### src/pkg/tpm_pkg.sv
package tpm_pkg;

  // ---------------------------------------------------------------------------
  // Path types and alarm numbering
  // ---------------------------------------------------------------------------

  // Tributary path type codes as carried by the path adaptation entity.
  localparam logic [7:0] TU11_TYPE = 8'h01;
  localparam logic [7:0] TU12_TYPE = 8'h02;
  localparam logic [7:0] TU2_TYPE  = 8'h03;
  localparam logic [7:0] TU3_TYPE  = 8'h04;

  // First alarm number of each path type.
  localparam int TU3_BASE  = 0;
  localparam int TU2_BASE  = 10;
  localparam int TU12_BASE = 19;
  localparam int TU11_BASE = 28;
  localparam int ALARM_W   = 37;

  // Position of each alarm within the nine-alarm lower-order group.
  localparam int LO_LOP = 0;
  localparam int LO_AIS = 1;
  localparam int LO_UNEQ = 2;
  localparam int LO_SLM = 3;
  localparam int LO_TIM = 4;
  localparam int LO_RDI = 5;
  localparam int LO_REI = 6;
  localparam int LO_SD  = 7;
  localparam int LO_SF  = 8;

  // Position within the ten-alarm TU-3 group.
  localparam int HO_LOM = 2;
  localparam int HO_TIM = 5;

  // Bit positions inside the overhead bytes (bit 1 is the MSB, bit 8 the LSB).
  localparam int G1_RDI_BIT = 3;
  localparam int V5_RDI_BIT = 0;
  localparam int V5_REI_BIT = 5;

  // Control code points: zero enables, one disables.
  localparam logic [7:0] CTRL_ENABLE = 8'h00;

  // ---------------------------------------------------------------------------
  // Interval and reset values
  // ---------------------------------------------------------------------------

  localparam int  CLK_HZ        = 20_000_000;
  localparam int  INTERVAL_MIN  = 15;
  localparam longint INTERVAL_CYC = longint'(INTERVAL_MIN) * 60 * CLK_HZ;
  localparam logic [7:0]  AIS_CTRL_RST = 8'h00;
  localparam logic [7:0]  TIM_CTRL_RST = 8'h00;
  localparam logic [15:0] THR_PTR_RST  = 16'h0000;

  // ---------------------------------------------------------------------------
  // Carriers
  // ---------------------------------------------------------------------------

  // Per-cycle overhead and defect indications from the path terminator.
  typedef struct packed {
    logic       lop;
    logic       ais;
    logic       h4Bad;
    logic       uneq;
    logic       slm;
    logic       traceValid;
    logic [7:0] traceRx;
    logic [7:0] traceExp;
    logic [7:0] g1;
    logic [7:0] v5;
    logic       v5Valid;
    logic       g1Valid;
    logic [7:0] berExp;
  } tpm_ovh_s;

  // One-cycle event strobes for the performance counters.
  typedef struct packed {
    logic ptrInc;
    logic ptrDec;
    logic nearEs;
    logic nearSes;
    logic farEs;
    logic farSes;
    logic nearBbe;
    logic farBbe;
    logic nearUas;
    logic farUas;
  } tpm_evt_s;

  localparam int CNT_N = 10;

  // Management actions.
  typedef enum logic [1:0] {ACT_CREATE, ACT_DELETE, ACT_GET, ACT_SET} tpm_act_e;

  // Attribute selectors, numbered in table order.
  typedef enum logic [3:0] {
    AT_AIS_CTRL, AT_INST_ID, AT_LAST_IVL, AT_THR_PTR, AT_CNT0, AT_CNT1, AT_CNT2,
    AT_CNT3, AT_CNT4, AT_CNT5, AT_CNT6, AT_CNT7, AT_CNT8, AT_CNT9, AT_TIM_CTRL
  } tpm_attr_e;

  // A management request.
  typedef struct packed {
    logic       valid;
    tpm_act_e   act;
    tpm_attr_e  attr;
    logic [15:0] instId;
    logic [31:0] data;
  } tpm_req_s;

  // A management answer.
  typedef struct packed {
    logic        valid;
    logic        ok;
    logic [31:0] data;
  } tpm_rsp_s;

endpackage : tpm_pkg

### src/hw/tpm_path_monitor.sv
`timescale 1ns/1ps
// How it works
// - Mismatch plus enabled control inserts AIS.
// - AIS control is eight-bit read/write setting.
// - TU-3 reports alarms zero through nine.
// - TU-2 reports alarms ten through eighteen.
// - TU-12 reports alarms nineteen through twenty-seven.
// - TU-11 reports alarms twenty-eight through thirty-six.
// - Bad H4 raises TU-3 loss of multiframe.
// - TU-3 trace uses J1, others J2.
// - RDI from G1 bit5 or V5 bit8.
// - REI from G1 bits1-4 or V5 bit3.
// - Degrade/fail when BER reaches shared thresholds.
// - Read-only number of last finished interval.
// - Count pointer increments, 32 bits.
// - Count pointer decrements, 32 bits.
// - Count near-end errored and severe seconds.
// - Count far-end errored and severe seconds.
// - Count near and far background errors.
// - Count near and far unavailable seconds.
// - Monitor identifier equals path entity identifier.
// - Threshold set pointer written at creation.
// - Trace differs from expected raises mismatch.
// - Separate control enables mismatch monitoring.
module tpm_path_monitor
  import tpm_pkg::*;
#(
  parameter longint INTERVAL_CYCLES = INTERVAL_CYC
) (
  input  wire logic              sys_clk,
  input  wire logic              srst,
  input  wire logic [7:0]        pathType,
  input  wire logic [15:0]       pathEntityId,
  input  wire tpm_ovh_s          ovh,
  input  wire tpm_evt_s          evt,
  input  wire logic [7:0]        sdThreshold,
  input  wire logic [7:0]        sfThreshold,
  input  wire tpm_req_s          req,
  output tpm_rsp_s               rsp,
  output logic [ALARM_W-1:0]     alarms,
  output logic                   aisInsert,
  output logic                   created
);

  // ---------------------------------------------------------------------------
  // State
  // ---------------------------------------------------------------------------

  logic [7:0]        aisCtrl_q;      // Insertion control, zero means insert.
  logic [7:0]        timCtrl_q;      // Mismatch monitoring control.
  logic [15:0]       thrPtr_q;       // Threshold data set pointer.
  logic [15:0]       instId_q;       // Identifier fixed at creation.
  logic              created_q;      // One instance per path at most.
  logic [7:0]        lastIvl_q;      // Number of the last finished interval.
  logic [63:0]       ivlCnt_q;       // Cycles into the current interval.
  logic [31:0]       curCnt_q [CNT_N]; // Counts of the running interval.
  logic [31:0]       histCnt_q[CNT_N]; // Counts of the finished interval.
  logic [CNT_N-1:0]  evtVec;         // Event strobes as a vector.
  logic              ivlEnd;         // Interval boundary in this cycle.
  logic [ALARM_W-1:0] alarms_d;      // Next alarm vector.
  logic              timRaw;         // Unfiltered trace mismatch.
  logic              timAlarm;       // Mismatch after the monitor control.
  logic              rdi;            // Remote defect.
  logic              rei;            // Remote error.
  logic              sd;             // Signal degrade.
  logic              sf;             // Signal fail.
  logic [8:0]        group;          // Nine-alarm lower-order group.
  logic              reqOk;          // Request accepted.
  logic [31:0]       rdData;         // Get answer data.

  // Event vector in counter index order.
  assign evtVec = {evt.farUas, evt.nearUas, evt.farBbe, evt.nearBbe, evt.farSes,
                   evt.farEs, evt.nearSes, evt.nearEs, evt.ptrDec, evt.ptrInc};

  // ---------------------------------------------------------------------------
  // Defect derivation
  // ---------------------------------------------------------------------------

  // Trace compare is only meaningful on a byte the terminator marked valid;
  // the caller presents J1 for TU-3 and J2 otherwise; no selection is made here.
  // Remote indications are ignored until their overhead byte is valid.
  always_comb begin
    timRaw   = ovh.traceValid && (ovh.traceRx != ovh.traceExp);
    timAlarm = timRaw && (timCtrl_q == CTRL_ENABLE);
    if (pathType == TU3_TYPE) begin
      rdi = ovh.g1Valid && ovh.g1[G1_RDI_BIT];
      rei = ovh.g1Valid && (ovh.g1[7:4] != 4'h0);
    end else begin
      rdi = ovh.v5Valid && ovh.v5[V5_RDI_BIT];
      rei = ovh.v5Valid && ovh.v5[V5_REI_BIT];
    end
    // Smaller exponent means a worse error ratio; BER >= 10^-X when exp <= X.
    sd = (ovh.berExp <= sdThreshold);
    sf = (ovh.berExp <= sfThreshold);
    group = {sf, sd, rei, rdi, timAlarm, ovh.slm, ovh.uneq, ovh.ais, ovh.lop};
  end

  // Map the defects onto the alarm number of the configured path type.
  always_comb begin
    alarms_d = '0;
    if (created_q) begin
      unique case (pathType)
        TU3_TYPE: begin
          alarms_d[TU3_BASE +: 10] = {sf, sd, rei, rdi, timAlarm, ovh.slm, ovh.uneq,
                                      ovh.h4Bad, ovh.ais, ovh.lop};
        end
        TU2_TYPE: begin
          alarms_d[TU2_BASE +: 9] = group;
        end
        TU12_TYPE: begin
          alarms_d[TU12_BASE +: 9] = group;
        end
        TU11_TYPE: begin
          alarms_d[TU11_BASE +: 9] = group;
        end
        default: begin
          alarms_d = '0;
        end
      endcase
    end
  end

  // Alarms and AIS insertion are registered so outputs come from flops.
  // This costs one cycle of latency, far below any management poll rate.
  always_ff @(posedge sys_clk) begin
    if (srst) begin
      alarms    <= '0;
      aisInsert <= 1'b0;
    end else begin
      alarms    <= alarms_d;
      aisInsert <= created_q && timAlarm && (aisCtrl_q == CTRL_ENABLE);
    end
  end

  // ---------------------------------------------------------------------------
  // Interval timing
  // ---------------------------------------------------------------------------

  assign ivlEnd = created_q && (ivlCnt_q == 64'(INTERVAL_CYCLES - 1));

  // The interval timer only runs while an instance exists.
  // A delete restarts numbering, so a fresh monitor begins at interval zero.
  always_ff @(posedge sys_clk) begin
    if (srst || !created_q) begin
      ivlCnt_q  <= '0;
      lastIvl_q <= 8'h00;
    end else if (ivlEnd) begin
      ivlCnt_q  <= '0;
      lastIvl_q <= lastIvl_q + 8'h01;
    end else begin
      ivlCnt_q  <= ivlCnt_q + 64'h1;
    end
  end

  // ---------------------------------------------------------------------------
  // Performance counters
  // ---------------------------------------------------------------------------

  // An event in the boundary cycle counts into the fresh interval so none is lost.
  // Counts wrap silently at 32 bits; a manager must read them often enough.
  always_ff @(posedge sys_clk) begin
    for (int i = 0; i < CNT_N; i++) begin
      if (srst || !created_q) begin
        curCnt_q[i]  <= '0;
        histCnt_q[i] <= '0;
      end else if (ivlEnd) begin
        histCnt_q[i] <= curCnt_q[i];
        curCnt_q[i]  <= {31'h0, evtVec[i]};
      end else if (evtVec[i]) begin
        curCnt_q[i]  <= curCnt_q[i] + 32'h1;
      end
    end
  end

  // ---------------------------------------------------------------------------
  // Management actions
  // ---------------------------------------------------------------------------

  // Requests address the monitor by identifier; create needs a free slot.
  // A refused request reads back zero so stale history cannot leak out.
  always_comb begin
    reqOk  = 1'b0;
    rdData = 32'h0;
    unique case (req.act)
      ACT_CREATE: reqOk = !created_q && (req.instId == pathEntityId);
      ACT_DELETE: reqOk = created_q && (req.instId == instId_q);
      ACT_GET: begin
        reqOk = created_q && (req.instId == instId_q);
        unique case (req.attr)
          AT_AIS_CTRL: rdData = {24'h0, aisCtrl_q};
          AT_INST_ID:  rdData = {16'h0, instId_q};
          AT_LAST_IVL: rdData = {24'h0, lastIvl_q};
          AT_THR_PTR:  rdData = {16'h0, thrPtr_q};
          AT_TIM_CTRL: rdData = {24'h0, timCtrl_q};
          default:     rdData = histCnt_q[4'(req.attr - AT_CNT0)];
        endcase
      end
      ACT_SET: begin
        // Only the three writable settings accept a set.
        reqOk = created_q && (req.instId == instId_q) &&
                (req.attr == AT_AIS_CTRL || req.attr == AT_THR_PTR ||
                 req.attr == AT_TIM_CTRL);
      end
    endcase
  end

  // Configuration and lifetime.
  // The identifier is latched at create and holds until the delete.
  always_ff @(posedge sys_clk) begin
    if (srst) begin
      created_q <= 1'b0;
      instId_q  <= 16'h0000;
      aisCtrl_q <= AIS_CTRL_RST;
      timCtrl_q <= TIM_CTRL_RST;
      thrPtr_q  <= THR_PTR_RST;
    end else if (req.valid && reqOk) begin
      unique case (req.act)
        ACT_CREATE: begin
          created_q <= 1'b1;
          instId_q  <= pathEntityId;
          thrPtr_q  <= req.data[15:0];
        end
        ACT_DELETE: begin
          created_q <= 1'b0;
        end
        ACT_SET: begin
          if (req.attr == AT_AIS_CTRL) begin
            aisCtrl_q <= req.data[7:0];
          end else if (req.attr == AT_TIM_CTRL) begin
            timCtrl_q <= req.data[7:0];
          end else begin
            thrPtr_q  <= req.data[15:0];
          end
        end
        ACT_GET: begin
          created_q <= created_q;
        end
      endcase
    end
  end

  // Answer one cycle after each request.
  // A pulse per request lets the manager issue requests back to back.
  always_ff @(posedge sys_clk) begin
    if (srst) begin
      rsp <= '0;
    end else begin
      rsp.valid <= req.valid;
      rsp.ok    <= req.valid && reqOk;
      rsp.data  <= (req.valid && reqOk) ? rdData : 32'h0;
    end
  end

  assign created = created_q;

  // ---------------------------------------------------------------------------
  // Checks
  // ---------------------------------------------------------------------------

  a_ais_insert: assert property (@(posedge sys_clk) disable iff (srst)
    (created_q && timAlarm && aisCtrl_q == CTRL_ENABLE) |=> aisInsert)
    else $error("AIS not inserted on mismatch.");

  a_ais_blocked: assert property (@(posedge sys_clk) disable iff (srst)
    (aisCtrl_q != CTRL_ENABLE) |=> !aisInsert)
    else $error("AIS inserted while disabled.");

  a_tu3_range: assert property (@(posedge sys_clk) disable iff (srst)
    $past(pathType) == TU3_TYPE |-> alarms[ALARM_W-1:10] == '0)
    else $error("TU-3 alarm outside its range.");

  a_tu2_range: assert property (@(posedge sys_clk) disable iff (srst)
    $past(pathType) == TU2_TYPE |-> (alarms[9:0] == '0 && alarms[ALARM_W-1:19] == '0))
    else $error("TU-2 alarm outside its range.");

  a_lom_raise: assert property (@(posedge sys_clk) disable iff (srst)
    (created_q && pathType == TU3_TYPE && ovh.h4Bad) |=> alarms[HO_LOM])
    else $error("Loss of multiframe not raised.");

  a_tim_gate: assert property (@(posedge sys_clk) disable iff (srst)
    (timCtrl_q != CTRL_ENABLE) |=> !aisInsert && !alarms[HO_TIM])
    else $error("Mismatch reported while not monitored.");

  a_count_step: assert property (@(posedge sys_clk) disable iff (srst)
    (created_q && !ivlEnd && evt.ptrInc) |=> curCnt_q[0] == $past(curCnt_q[0]) + 32'h1)
    else $error("Increment count did not step.");

  a_ivl_capture: assert property (@(posedge sys_clk) disable iff (srst)
    ivlEnd |=> (histCnt_q[2] == $past(curCnt_q[2]) &&
                lastIvl_q == $past(lastIvl_q) + 8'h01))
    else $error("Interval boundary not captured.");

  a_inst_id: assert property (@(posedge sys_clk) disable iff (srst)
    $rose(created_q) |-> instId_q == $past(pathEntityId))
    else $error("Identifier differs from path entity.");

  // Lower-order mapping, management rules and counter holds.
  a_tu12_range: assert property (@(posedge sys_clk) disable iff (srst)
    $past(pathType) == TU12_TYPE |-> (alarms[18:0] == '0 && alarms[ALARM_W-1:28] == '0))
    else $error("TU-12 alarm outside its range.");

  a_tu11_range: assert property (@(posedge sys_clk) disable iff (srst)
    $past(pathType) == TU11_TYPE |-> alarms[27:0] == '0)
    else $error("TU-11 alarm outside its range.");

  a_rdi_lower: assert property (@(posedge sys_clk) disable iff (srst)
    (created_q && pathType == TU12_TYPE && ovh.v5Valid && ovh.v5[V5_RDI_BIT])
      |=> alarms[TU12_BASE + LO_RDI])
    else $error("Lower-order RDI not raised.");

  a_fail_raise: assert property (@(posedge sys_clk) disable iff (srst)
    (created_q && pathType == TU12_TYPE && ovh.berExp <= sfThreshold)
      |=> alarms[TU12_BASE + LO_SF])
    else $error("Signal fail not raised.");

  a_trace_tim: assert property (@(posedge sys_clk) disable iff (srst)
    (created_q && pathType == TU2_TYPE && ovh.traceValid && ovh.traceRx != ovh.traceExp &&
     timCtrl_q == CTRL_ENABLE) |=> alarms[TU2_BASE + LO_TIM])
    else $error("Trace mismatch not raised.");

  a_ro_refused: assert property (@(posedge sys_clk) disable iff (srst)
    (req.valid && req.act == ACT_SET && req.attr == AT_LAST_IVL) |=> !rsp.ok)
    else $error("Read-only interval number accepted a set.");

  a_one_monitor: assert property (@(posedge sys_clk) disable iff (srst)
    (req.valid && req.act == ACT_CREATE && created_q) |=> !rsp.ok)
    else $error("Second monitor accepted on one path.");

  a_delete_frees: assert property (@(posedge sys_clk) disable iff (srst)
    (req.valid && req.act == ACT_DELETE && reqOk) |=> !created_q)
    else $error("Delete left the monitor in place.");

  a_thr_create: assert property (@(posedge sys_clk) disable iff (srst)
    (req.valid && req.act == ACT_CREATE && reqOk) |=> thrPtr_q == $past(req.data[15:0]))
    else $error("Threshold pointer not taken at create.");

  a_ais_write: assert property (@(posedge sys_clk) disable iff (srst)
    (req.valid && req.act == ACT_SET && req.attr == AT_AIS_CTRL && reqOk)
      |=> aisCtrl_q == $past(req.data[7:0]))
    else $error("Insertion control not written.");

  a_count_hold: assert property (@(posedge sys_clk) disable iff (srst)
    (created_q && !ivlEnd && !evt.ptrDec) |=> curCnt_q[1] == $past(curCnt_q[1]))
    else $error("Decrement count moved without an event.");

endmodule : tpm_path_monitor

### config.mk
export PLATFORM = sky130hd
export DESIGN_NAME = tpm_path_monitor
export DESIGN_NICKNAME = d
export VERILOG_FILES = /design/src/pkg/tpm_pkg.sv /design/src/hw/tpm_path_monitor.sv
export SDC_FILE = /design/constraint.sdc
export NUM_CORES = 1
export LEC_CHECK = 0
export BUFFER_PORTS_ARGS = -buffer_cell sky130_fd_sc_hd__buf_2
export CAP_MARGIN = 40
export CORE_MARGIN = 1
export CORE_UTILIZATION = 30
export CTS_CLUSTER_SIZE = 28
export DETAILED_ROUTE_END_ITERATION = 12
export PLACE_DENSITY = 0.46
export SYNTH_ARGS = -nofsm -noshare
export SYNTH_HDL_FRONTEND = slang
export SYNTH_SLANG_ARGS = --single-unit
### constraint.sdc
create_clock -name sys_clk -period 14.5 [get_ports sys_clk]
set_clock_uncertainty 0.1 [all_clocks]
set_input_delay 2.9 -clock sys_clk [delete_from_list [all_inputs] [get_ports sys_clk]]
set_output_delay 2.9 -clock sys_clk [all_outputs]
set_load 0.01 [all_outputs]
### Word level (Yosys, flattened, before mapping)

Memories as Yosys holds them, arrays and structs flattened.
Index checks and enable logic that the tools add are counted.

* bitwise gates (word level): 38
* mux-type cells: 83
* order comparisons: 2
* equal/unequal tests: 17
* reductions and logical operators: 36
* add/subtract/negate cells: 13

Operators by type and width (number)
* 2-to-1 mux 32 bit: 30
* adder 32 x 1 -> 32 bit (second input constant): 10
* one-hot mux 32 bit (5 select lines): 1
* adder 64 x 1 -> 64 bit (second input constant): 1
* equality test 64 x 35 -> 1 bit (second input constant): 1
* 2-to-1 mux 1 bit: 47
* equality test 16 bit: 2
* 2-to-1 mux 16 bit: 2
* one-hot mux 16 bit (2 select lines): 1
* bitwise OR 1 bit: 30
* equality test 8 x 2 -> 1 bit (second input constant): 2
* <= comparator 8 bit: 2
* logical NOT 8 bit: 2
* OR reduction 3 bit: 5
* logical AND 1 bit: 13
* adder 8 x 1 -> 8 bit (second input constant): 1
* equality test 4 x 2 -> 1 bit (second input constant): 2
* equality test 8 x 1 -> 1 bit (second input constant): 1
* equality test 8 x 3 -> 1 bit (second input constant): 1
* != test 8 bit: 1
* NOT 1 bit: 8
* AND reduction 4 bit: 2
* equality test 2 bit (second input constant): 2
* equality test 4 x 1 -> 1 bit (second input constant): 1
* other kinds (15): 21

* memories kept: 2
* logic and storage cells: 206
* flip-flop bits (word level): 193
* bits in writable memories: 640

Memory list
* curCnt_q: depth 10, width 32, read ports 10, clocked after Yosys merged registers in 0, write ports 10, RTL line tpm_path_monitor.sv:56 `logic [31:0] curCnt_q [CNT_N];`
* histCnt_q: depth 10, width 32, read ports 1, clocked after Yosys merged registers in 0, write ports 10, RTL line tpm_path_monitor.sv:57 `logic [31:0] histCnt_q[CNT_N];`

### Longest topological paths before layout

Gate-level depths: netlist (run 1).

* depth after elaboration: 8
* mapped depth: 13
* mapped depth without buffers: 8

### Worst setup path after synthesis (run 1)

Ideal clock, no wire load.

* path type: input to register
* start: input srst
* end: memory histCnt_q[0][0] (enable)
* path slack: 1.200 ns
* setup time: 0.809 ns
* required time: 13.591 ns
* cell stages on the path: 5
* path buffers: 2
* arrival time: 12.390 ns
* cells stage by stage: clkbuf_1 > nand2b_1 > a21oi_1 > clkinv_1 > clkbuf_1

RTL lines
* start: declaration: RTL line tpm_path_monitor.sv:31 `input wire logic srst,`
* end: declaration: RTL line tpm_path_monitor.sv:57

==> results of run 1 <==
[synth_stat cells (all sizes together) (4+ instances only)]
| cell | count | area share (%) |
|---|---|---|
| and4 | 28 | 0.62 |
| mux2i | 43 | 1.1 |
| nand4 | 98 | 1.5 |
| inv | 67 | 0.63 |
| buf | 34 | 0.45 |
| mux2 | 22 | 0.62 |
| and3 | 96 | 1.5 |
| or4 | 10 | 0.21 |
| nand2b | 12 | 0.19 |
| xnor2 | 181 | 4.0 |
| and2 | 329 | 5.2 |
| nand3 | 174 | 2.2 |
| o21a | 8 | 0.15 |
| or3 | 6 | 0.094 |
| edfxtp | 640 | 48 |
| o211ai | 50 | 1.0 |
| xor2 | 216 | 4.8 |
| mux4 | 64 | 3.6 |
| a21oi | 62 | 0.78 |
| nor4 | 39 | 0.67 |
| nor2 | 491 | 4.6 |
| nor2b | 26 | 0.41 |
| a221oi | 14 | 0.31 |
| nand2 | 191 | 1.8 |
| o21ai | 47 | 0.59 |
| ha | 34 | 1.1 |
| clkbuf | 137 | 1.3 |
| o22ai | 4 | 0.063 |
| a31oi | 4 | 0.063 |
| a21o | 5 | 0.094 |
| dfxtp | 193 | 9.7 |
| nor3 | 73 | 0.94 |
| a211oi | 33 | 0.62 |
| a22oi | 7 | 0.13 |
[critical path, cell delays in order]
cell	delay, ns
buf_2	0.08
buf_4	0.50
nand2b_2	0.35
a21oi_4	0.07
inv_8	0.48
buf_12	0.62
buf_4	0.75
[layout by cell type (no fill, tap or decap), types with 44 or more instances in the layout]
cell type and n:
a21oi_1 61, dfxtp_1 193, nand4_1 98, and3_1 96, buf_2 206, o21ai_0 47
nor2_1 489, edfxtp_1 640, nand3_1 174, inv_1 67, nand2_1 189, and2_1 329
nor3_1 71, mux4_2 64, xor2_1 216, xnor2_1 181, clkbuf_16 93, o211ai_1 44
[cells by family (layout without fill, tap and decap cells)]
kind of cell    after synthesis  after routing
compound gates              247            247
xor+xnor                    397            397
fa+ha+maj                    34             34
buf+inv                     240            507
flops                       833            833
mux                         129            129
other cells                   0              2
simple gates               1589           1589
[sequential cells by signal, summed over array words and instances (netlist names)]
signal,cells
curCnt_q,320
histCnt_q,320
ivlCnt_q,64
alarms,37
rsp,34
instId_q,16
thrPtr_q,16
aisCtrl_q,8
lastIvl_q,8
timCtrl_q,8
aisInsert,1
created,1
[power by group through the flow]
stage | clock [mW] | sequential (mW) | combinational (mW)
after floorplan | 0 | 2.58 | 0.0644
after global placement | 0 | 2.58 | 0.124
after detailed placement | 0 | 2.58 | 0.125
after CTS | 2.45 | 2.53 | 0.125
after global routing | 2.54 | 2.53 | 0.135
final | 2.38 | 2.53 | 0.124
[metal layers]
layer / share of wire, % / up-vias
met2: 47 / 567
met1: 46 / 12780
met5: 0.046 / -
met4: 2.1 / 8
li1: - / 12790
met3: 4.7 / 149
[per-stage QoR]
step	worst slack, ns	area [um2]	total power [mW]	hold slack [ns]	cells
floorplan	1.200	39790	2.649	0.3261	3469
global placement	7.597	42710	2.708	0.3445	5298
detailed placement	7.828	43050	2.710	0.3529	5321
CTS	8.567	46070	5.108	0.3673	5491
global route	8.338	46070	5.203	0.3937	5492
finish	8.607	46070	5.035	0.3615	5493
[path summary, 6_finish.rpt]
path,start,to,slack [ns],depth (start not counted)
setup / recovery,srst,histCnt_q[7][15]$_SDFFCE_PP0P_,8.61,7
hold / removal,ivlCnt_q[0]$_SDFF_PP0_,ivlCnt_q[0]$_SDFF_PP0_,0.36,1
setup reg to reg,created$_SDFFE_PP0P_,histCnt_q[7][15]$_SDFFCE_PP0P_,10.18,7
hold reg to reg,ivlCnt_q[0]$_SDFF_PP0_,ivlCnt_q[0]$_SDFF_PP0_,0.36,1
[final cells by class]
type / count / area (um2)
Fill cell: 13190 / 85390
Sequential cell: 833 / 23080
Clock buffer: 114 / 2506
Tap cell: 1755 / 2196
Inverter: 69 / 266.5
Timing Repair Buffer: 268 / 1698
Antenna cell: 2 / 5.005
Clock inverter: 56 / 515.5
Multi-Input combinational cell: 2396 / 15800
==> results.py, run 1 <==
metrics = {
    "timing": {
        "tightestPinTransition_ns": 0.9707,
        "fmaxAchievable_ghz": 0.1697,
        "setup_viol": 0,
        "relSlewSlack_pct": 34.90,
        "setup_tns_ns": 0,
        "grt_setup_unrepaired": "no",
        "period_minus_slack_ns": 5.893,
        "final_hold_viol_count": 0,
        "slew_viol_final": 0,
        "period_share_pct": 40.64,
    },
    "cells_and_area": {
        "final_core_util_pct": 35.05,
        "nNetsFinal": 3850,
        "area_growth_pct": 15.77,
        "drive_above_1_share_pct": 14.03,
    },
    "cts": {
        "path_clk_slew_ns": 0.06,
        "post_cts_buffers": 0,
        "tritoncts": "done",
        "ctsResizeCount": 0,
        "cts_root_buf": "clkbuf_16",
        "ctsHtreeMaxLevel": 3,
        "cts_buffers": 93,
        "clock-sinks": 833,
        "cts_buffer_depth": 3,
        "cts_hold_buf": 0,
        "clkLatencyLatePin_ns": 0.67,
    },
    "place": {
        "place_hpwl_um": 74690,
        "io_buffers": 202,
        "place_congestion": 0.7910,
    },
    "power": {
        "pwr-share-comb_pct": 2.5,
        "leakage_nw": 16.82,
        "power.density_nw_per_um2": 109.3,
        "sequentialPowerShare_pct": 50.3,
        "vdd_drop_max_uv": 70.87,
        "p_sw_mw": 1.086,
        "switching_share_pct": 21.56,
        "p_int_mw": 3.949,
        "power_frac_clock_pct": 47.2,
    },
    "synth": {
        "synth_top_family_by_area": "simple AND/OR/NAND/NOR gates",
        "synth_cells": 3469,
        "ys_ff_latch": 833,
        "synthArstFlopShare_pct": 0,
        "yosys-mux-area-fraction_pct": 5.326,
        "synthXorXnorAreaFrac_pct": 8.738,
        "syn-num-nets": 3658,
        "synthFlopType": "edfxtp_1",
        "synth_area_per_cell_um2": 11.47,
        "ys_warn_count": 0,
        "synth_compound_area_share_pct": 4.131,
        "synth_cell_types": 63,
        "synth-edff-count": 640,
        "synth-seq-area-share_pct": 58.00,
        "syn_area_um2": 39790,
        "yosys.area_share.simple_pct": 20.32,
        "yosys.area_share.adder_pct": 1.069,
    },
    "detailed_routing": {
        "wirelength_um": 108700,
        "drc_errors": 0,
        "drt_pass1_iterations": 5,
        "via_per_inst": 4.787,
        "dr.first_iter.drc_count": 1906,
        "ant_nets": 0,
        "wl_per_cell_um": 19.79,
        "num_vias": 26300,
    },
    "worst_setup_path": {
        "cp.required_ns": 14.70,
        "arrival_ns": 6.10,
        "path_max_fanout": 153,
        "crit_type": "in2reg",
        "start_kind": "input pin",
        "crit_path_end_kind": "flop",
    },
    "global_route": {
        "antenna_found_initial": 9,
        "grt_overflow": 0,
        "grt_pass1_wl_um": 165000,
        "met1_usage_pct": 22.17,
        "gr-max-usage-layer": "met2",
        "met3_usage_pct": 2.883,
        "track_usage_pct": 16.05,
        "grt_max_degree": 197,
        "gr-usage-met2_pct": 25.99,
        "grt_pass1_vias": 25780,
    },
    "floorplan": {
        "io_pins": 228,
        "dieWidth_um": 366.2,
        "die_height_um": 366.2,
        "dieArea_um2": 134100,
        "core_region_area_um2": 131500,
        "start_util_pct": 30.27,
        "fp-row-count": 133,
    },
    "flow_run": {
        "cap_violations": 0,
    },
    "hold_path": {
        "hp-class": "reg2reg",
    },
    "outcome": {
        "status": "complete, no violations",
    },
}
Power figures use the tool's default switching activity.
==> run 2, diff against run 1 <==
ABC_AREA = 1   (was default)
PLACE_DENSITY = 0.48   (was 0.46)
clock period = 4.99 ns   (was 14.5 ns; I/O delays follow)
==> run 2 against run 1 <==
  * Total power increased to 3.1 times the previous value
  * Count of clock-buffer cells in the layout increased by 20
  * Setup slack got worse by 6.9 ns
  * Via count increased by 29%
  * Clock power increased to 3.0 times the previous value
  * Cell count increased by 29%
  * Utilization about the same
  * Sequential cell count unchanged
  * Worst hold slack got worse by 0.0068 ns
==> results.py, run 2 <==
metrics = {
    "place": {
        "io_buffers": 202,
        "place_inst": 6892,
        "place_congestion": 0.8991,
        "dpl_cell_area_um2": 45190,
        "place_hpwl_um": 96090,
    },
    "detailed_routing": {
        "wirelength_um": 129700,
        "ant_nets": 0,
        "dr.first_iter.drc_count": 2857,
        "drt_pass1_iterations": 6,
        "num_vias": 33810,
        "via_per_inst": 4.785,
        "wl_per_cell_um": 18.36,
        "drc_errors": 0,
    },
    "floorplan": {
        "dieWidth_um": 375.5,
        "core_region_area_um2": 138000,
        "start_util_pct": 30.33,
        "io_pins": 228,
        "dieArea_um2": 141000,
        "fp-row-count": 136,
        "die_height_um": 375.5,
    },
    "cts": {
        "cts_buffers": 95,
        "post_cts_buffers": 0,
        "clock-sinks": 833,
        "path_clk_slew_ns": 0.06,
        "ctsResizeCount": 0,
        "ctsHtreeMaxLevel": 3,
        "tritoncts": "done",
        "cts_root_buf": "clkbuf_16",
        "cts_buffer_depth": 3,
        "cts_hold_buf": 0,
        "clkLatencyLatePin_ns": 0.70,
    },
    "timing": {
        "tightestPinTransition_ns": 1.061,
        "setup_tns_ns": 0,
        "period_minus_slack_ns": 3.257,
        "slew_viol_final": 0,
        "fmaxAchievable_ghz": 0.3070,
        "relSlewSlack_pct": 29.27,
        "setup_viol": 0,
        "final_hold_viol_count": 0,
        "grt_setup_unrepaired": "no",
        "period_share_pct": 65.27,
    },
    "worst_setup_path": {
        "crit_path_end_kind": "flop",
        "arrival_ns": 3.49,
        "r2r-end": "curCnt_q[8][29]$_SDFFCE_PN0P_",
        "path_max_fanout": 32,
        "r2r-start": "ivlCnt_q[7]$_SDFF_PP0_",
        "worst-r2r-setup-slack_ns": 1.73,
        "cp.required_ns": 5.22,
        "crit_end": "curCnt_q[8][29]$_SDFFCE_PN0P_",
        "rr_worst_depth": 9,
        "cp-startpoint": "ivlCnt_q[7]$_SDFF_PP0_",
        "start_kind": "flop",
        "crit_type": "reg2reg",
    },
    "cells_and_area": {
        "stdcell_count": 7066,
        "most-common-layout-cells": "988 x nor2_1, 829 x nand2_1, 717 x inv_1",
        "multi_input_area_um2": 15410,
        "nNetsFinal": 5315,
        "drive_above_1_share_pct": 9.287,
        "final_common_cell": "nor2_1",
        "area_growth_pct": 15.59,
        "area.sequential_um2": 23080,
        "nFillCells": 14500,
        "stdcell_area_um2": 48380,
        "reg_top3": "curCnt_q x320, histCnt_q x320, ivlCnt_q x64",
    },
    "synth": {
        "synthTopCellsByCount": "990 x nor2_1, 832 x nand2_1, 717 x inv_1, 640 x edfxtp_1, 247 x nor3_1",
        "synthFlopType": "edfxtp_1",
        "yosys.area.top_type": "edfxtp_1",
        "synth_area_per_cell_um2": 8.539,
        "synth_cell_types": 43,
        "synth_top_area_share_pct": 45.92,
        "ys_warn_count": 0,
        "synth-edff-count": 640,
        "syn_area_um2": 41860,
        "synth_most_common_cell": "nor2_1",
        "synth_cells": 4902,
        "synth-seq-area-share_pct": 55.15,
        "synthArstFlopShare_pct": 0,
        "ys_ff_latch": 833,
        "syn-num-nets": 5091,
        "synthTopCellsByArea": "edfxtp_1 46%, dfxtp_1 9.2%, nor2_1 8.9%",
    },
    "hold_path": {
        "hp-class": "reg2reg",
    },
    "global_route": {
        "grt_overflow": 0,
        "track_usage_pct": 18.04,
        "grt_max_degree": 175,
        "grt_pass1_wl_um": 195000,
        "antenna_found_initial": 5,
        "grt_pass1_vias": 31860,
    },
    "outcome": {
        "status": "complete, no violations",
    },
    "power": {
        "power.density_nw_per_um2": 323.0,
        "vdd_drop_max_uv": 254.9,
        "leakage_nw": 17.14,
        "power.total_mw": 15.63,
    },
    "flow_run": {
        "cap_violations": 0,
    },
}
==> run 2: cell types whose count changed in the layout (fill, tap and decap cells not counted), moves of 50 or more <==
cell	delta
inv_1	+650
nand2_1	+640
nor2_1	+499
and2_1	-329
nor3_1	+176
xnor2_1	-167
a21oi_1	+127
and3_1	-93
o22ai_1	+75
o21ai_0	+70
nand4_1	+68
mux4_2	-64
xor2_1	-50
==> run 2: cell type report <==
cell class                 count  area share [%]
sequential                   833           47.71
clock buffer                 134           5.757
clock inverter                38          0.8276
tap                         1863           4.818
timing repair buffer         273           3.378
antenna                        2         0.01034
multi-input combinational   3196           31.85
inverter                     727           5.651
==> run 2: worst min path at each step <==
stage / cells after the start / slack [ns] / start / to
final: 1 / 0.35 / ivlCnt_q[0]$_SDFF_PP0_ / ivlCnt_q[0]$_SDFF_PP0_
after CTS: 1 / 0.36 / ivlCnt_q[0]$_SDFF_PP0_ / ivlCnt_q[0]$_SDFF_PP0_
after global routing: 1 / 0.38 / ivlCnt_q[0]$_SDFF_PP0_ / ivlCnt_q[0]$_SDFF_PP0_
after global placement: 1 / 0.33 / ivlCnt_q[0]$_SDFF_PP0_ / ivlCnt_q[0]$_SDFF_PP0_
after floorplan: 1 / 0.32 / ivlCnt_q[0]$_SDFF_PP0_ / ivlCnt_q[0]$_SDFF_PP0_
after detailed placement: 1 / 0.35 / ivlCnt_q[0]$_SDFF_PP0_ / ivlCnt_q[0]$_SDFF_PP0_
==> run 2: per-layer routing <==
layer	vias up	track usage, %	share of wire, %
met5	-	0	0.019
met2	1058	27.57	44
li1	16680	-	-
met4	4	5.468	2.7
met3	178	3.239	7.0
met1	15890	25.79	47
==> run 2: critical path, cell delays in order, from the launching register on <==
cell and delay [ns]:
dfxtp_1 0.40, nand2_1 0.12, nor3_1 0.31, nand2_1 0.18
inv_1 0.20, nand2_1 0.08, nor2_1 0.46, nand3_1 0.40
nand3_1 0.19, buf_4 0.43
==> run 2: cells by family after synthesis <==
group,count (synthesis),synth area share [%]
buf+inv,873,8.107
flops,833,55.15
compound gates,464,6.268
fa+ha+maj,34,1.016
xor+xnor,180,3.766
simple gates,2518,25.70
==> run 2: through the flow <==
stage                     utilization (%)  hold WS (ns)  worst slack [ns]
after floorplan                         -        0.3173            0.7435
after detailed placement            32.75        0.3470             1.161
final                               35.06        0.3547             1.733
after CTS                           35.05        0.3561             1.657
after global placement              32.71        0.3325             1.173
after global routing                35.05        0.3815             1.478
==> run 2: report_power, final <==
group          switching [mW]  internal (mW)
Sequential              0.114           7.57
Clock                    2.95           4.20
Combinational           0.566          0.224
Total                    3.63           12.0
==> run 3, diff against run 2 <==
ABC_AREA = 0   (was 1)
clock period = 2.62 ns   (was 4.99 ns; I/O delays follow)
==> run 3 against run 2 <==
  * Critical endpoint is now histCnt_q[7][26]$_SDFFCE_PP0P_
  * Sequential cell count did not move
  * Die area decreased by 4.9%
  * Sequential power grew 82%
  * Global-route usage shrank 1.8 points
  * Cell area hardly changed
  * Critical path depth increased by 1
  * Utilization up 1.8 points
  * Total power rose by 80%
==> results.py, run 3 (synthesis gave the netlist of run 1 again) <==
metrics = {
    "cells_and_area": {
        "area_growth_pct": 21.60,
        "final_common_cell": "edfxtp_1",
        "final_core_util_pct": 36.81,
        "nNetsFinal": 4058,
        "most-common-layout-cells": "640 x edfxtp_1, 488 x nor2_1, 329 x and2_1",
        "nFillCells": 12990,
        "stdcell_area_um2": 48390,
        "reg_top3": "curCnt_q x320, histCnt_q x320, ivlCnt_q x64",
        "drive_above_1_share_pct": 18.54,
    },
    "timing": {
        "final_hold_viol_count": 0,
        "tightestPinTransition_ns": 0.6881,
        "relSlewSlack_pct": 54.02,
        "setup_tns_ns": 0,
        "setup_viol": 0,
        "timing.final.ws_setup_ns": 0.1031,
        "period_minus_slack_ns": 2.517,
        "fmaxAchievable_ghz": 0.3973,
        "slew_viol_final": 0,
        "grt_setup_unrepaired": "no",
        "period_share_pct": 96.06,
    },
    "worst_setup_path": {
        "r2r-start": "ivlCnt_q[40]$_SDFF_PP0_",
        "cp.required_ns": 3.05,
        "arrival_ns": 2.95,
        "worst-r2r-setup-slack_ns": 0.10,
        "r2r-end": "histCnt_q[7][26]$_SDFFCE_PP0P_",
        "crit_type": "reg2reg",
        "rr_worst_depth": 10,
        "cpPeakStageDelay_ns": 0.36,
        "start_kind": "flop",
        "crit_top_cell": "buf_12",
        "cp_slowest_cell": "nor4_1",
        "crit_path_end_kind": "flop",
        "worstPathCellList": "nor4_1, nand4_1, buf_4, nor3_4, nand2_2, nor2_4, buf_12, buf_12, buf_12, and2_1",
        "path_max_fanout": 28,
    },
    "cts": {
        "clock-sinks": 833,
        "path_clk_slew_ns": 0.06,
        "cts_buffers": 94,
        "clkLatencyLatePin_ns": 0.68,
        "cts_buffer_depth": 3,
        "tritoncts": "done",
        "ctsHtreeMaxLevel": 3,
        "cts_root_buf": "clkbuf_16",
    },
    "detailed_routing": {
        "dr.first_iter.drc_count": 2179,
        "wl_per_cell_um": 19.34,
        "ant_nets": 0,
        "drt_pass1_iterations": 6,
        "wirelength_um": 110200,
        "num_vias": 27300,
        "via_per_inst": 4.791,
        "drc_errors": 0,
    },
    "flow_run": {
        "cap_violations": 0,
    },
    "floorplan": {
        "dieArea_um2": 134100,
        "dieWidth_um": 366.2,
        "die_height_um": 366.2,
        "io_pins": 228,
        "start_util_pct": 30.27,
        "core_region_area_um2": 131500,
        "fp-row-count": 133,
    },
    "place": {
        "dp_slack_ns": -0.1382,
        "place_congestion": 0.8372,
        "io_buffers": 202,
        "place_hpwl_um": 80080,
        "dpl_cell_area_um2": 45020,
    },
    "global_route": {
        "track_usage_pct": 16.23,
        "grt_pass1_vias": 26660,
        "grt_max_degree": 52,
        "grt_pass1_wl_um": 166600,
        "grt_overflow": 0,
        "antenna_found_initial": 12,
    },
    "power": {
        "power.total_mw": 28.16,
        "leakage_nw": 18.17,
        "vdd_drop_max_uv": 373.5,
        "power.density_nw_per_um2": 582.0,
    },
    "hold_path": {
        "hold_path.startpoint": "req[11]",
        "hp-class": "in2reg",
        "whs_endpoint": "thrPtr_q[11]$_SDFFE_PP0P_",
        "whs_path_depth": 3,
    },
    "outcome": {
        "status": "complete, no violations",
    },
}
run 3: routing by layer:
metal  part of all wire [%]  wire length [um]  vias up  GRT usage (%)
met5                  0.030                33        -              0
met4                    2.7              3022        6          4.804
met3                    5.6              6187      149          3.377
met2                     46             50920      669          25.89
met1                     45             50050    13280          22.07
li1                       -                 -    13200              -
run 3: final cells by class:
cell class              instances  area [um2]  share of cell area [%]
repair buffers                475        3822                   7.899
inverters                      69       287.8                  0.5947
clock inverters                42       442.9                  0.9153
flip-flops and latches        833       23090                   47.71
clock buffers                 128        2624                   5.422
well taps                    1755        2196                   4.538
diodes                          1       2.502                0.005171
multi-input cells            2396       15930                   32.92
run 3: what timing repair did:
action                                 4_1_cts  5_1_grt
pin swaps                                    2        3
hold buffers                                21        0
endpoints found under the hold margin       32        0
setup endpoints to repair                  812      555
setup buffers                                0        4
resized for setup                            4        7
run 3: power breakdown:
| part | leakage [nW] | switching, mW | internal [mW] | total (mW) |
|---|---|---|---|---|
| clock network | 1.49 | 5.45 | 7.87 | 13.3 |
| registers | 9.45 | 0.000186 | 14.0 | 14.0 |
| logic | 7.22 | 0.476 | 0.344 | 0.820 |
run 3: worst max-delay path: cells and delay by family (launching register included):
family / cells / cell delay, ns
and+or+nand+nor: 6 / 1.19
buffers and inverters: 4 / 0.68
DFF: 1 / 0.35
run 3: per-stage QoR:
step	hold slack, ns	instances
floorplan	0.3284	3469
global placement	0.3435	5503
detailed placement	0.3435	5503
CTS	0.002803	5694
global route	0.01312	5699
finish	0.06310	5699
run 3: worst max path at each step:
stage	depth (start not counted)	endpoint	start	slack (ns)
floorplan	13	thrPtr_q[12]$_SDFFE_PP0P_	req[50]	-0.22
global placement	8	thrPtr_q[14]$_SDFFE_PP0P_	req[41]	-0.14
detailed placement	8	thrPtr_q[13]$_SDFFE_PP0P_	req[41]	-0.14
CTS	10	histCnt_q[7][20]$_SDFFCE_PP0P_	created$_SDFFE_PP0P_	0.05
global route	10	histCnt_q[5][29]$_SDFFCE_PP0P_	ivlCnt_q[40]$_SDFF_PP0_	0.003
finish	10	histCnt_q[7][26]$_SDFFCE_PP0P_	ivlCnt_q[40]$_SDFF_PP0_	0.10
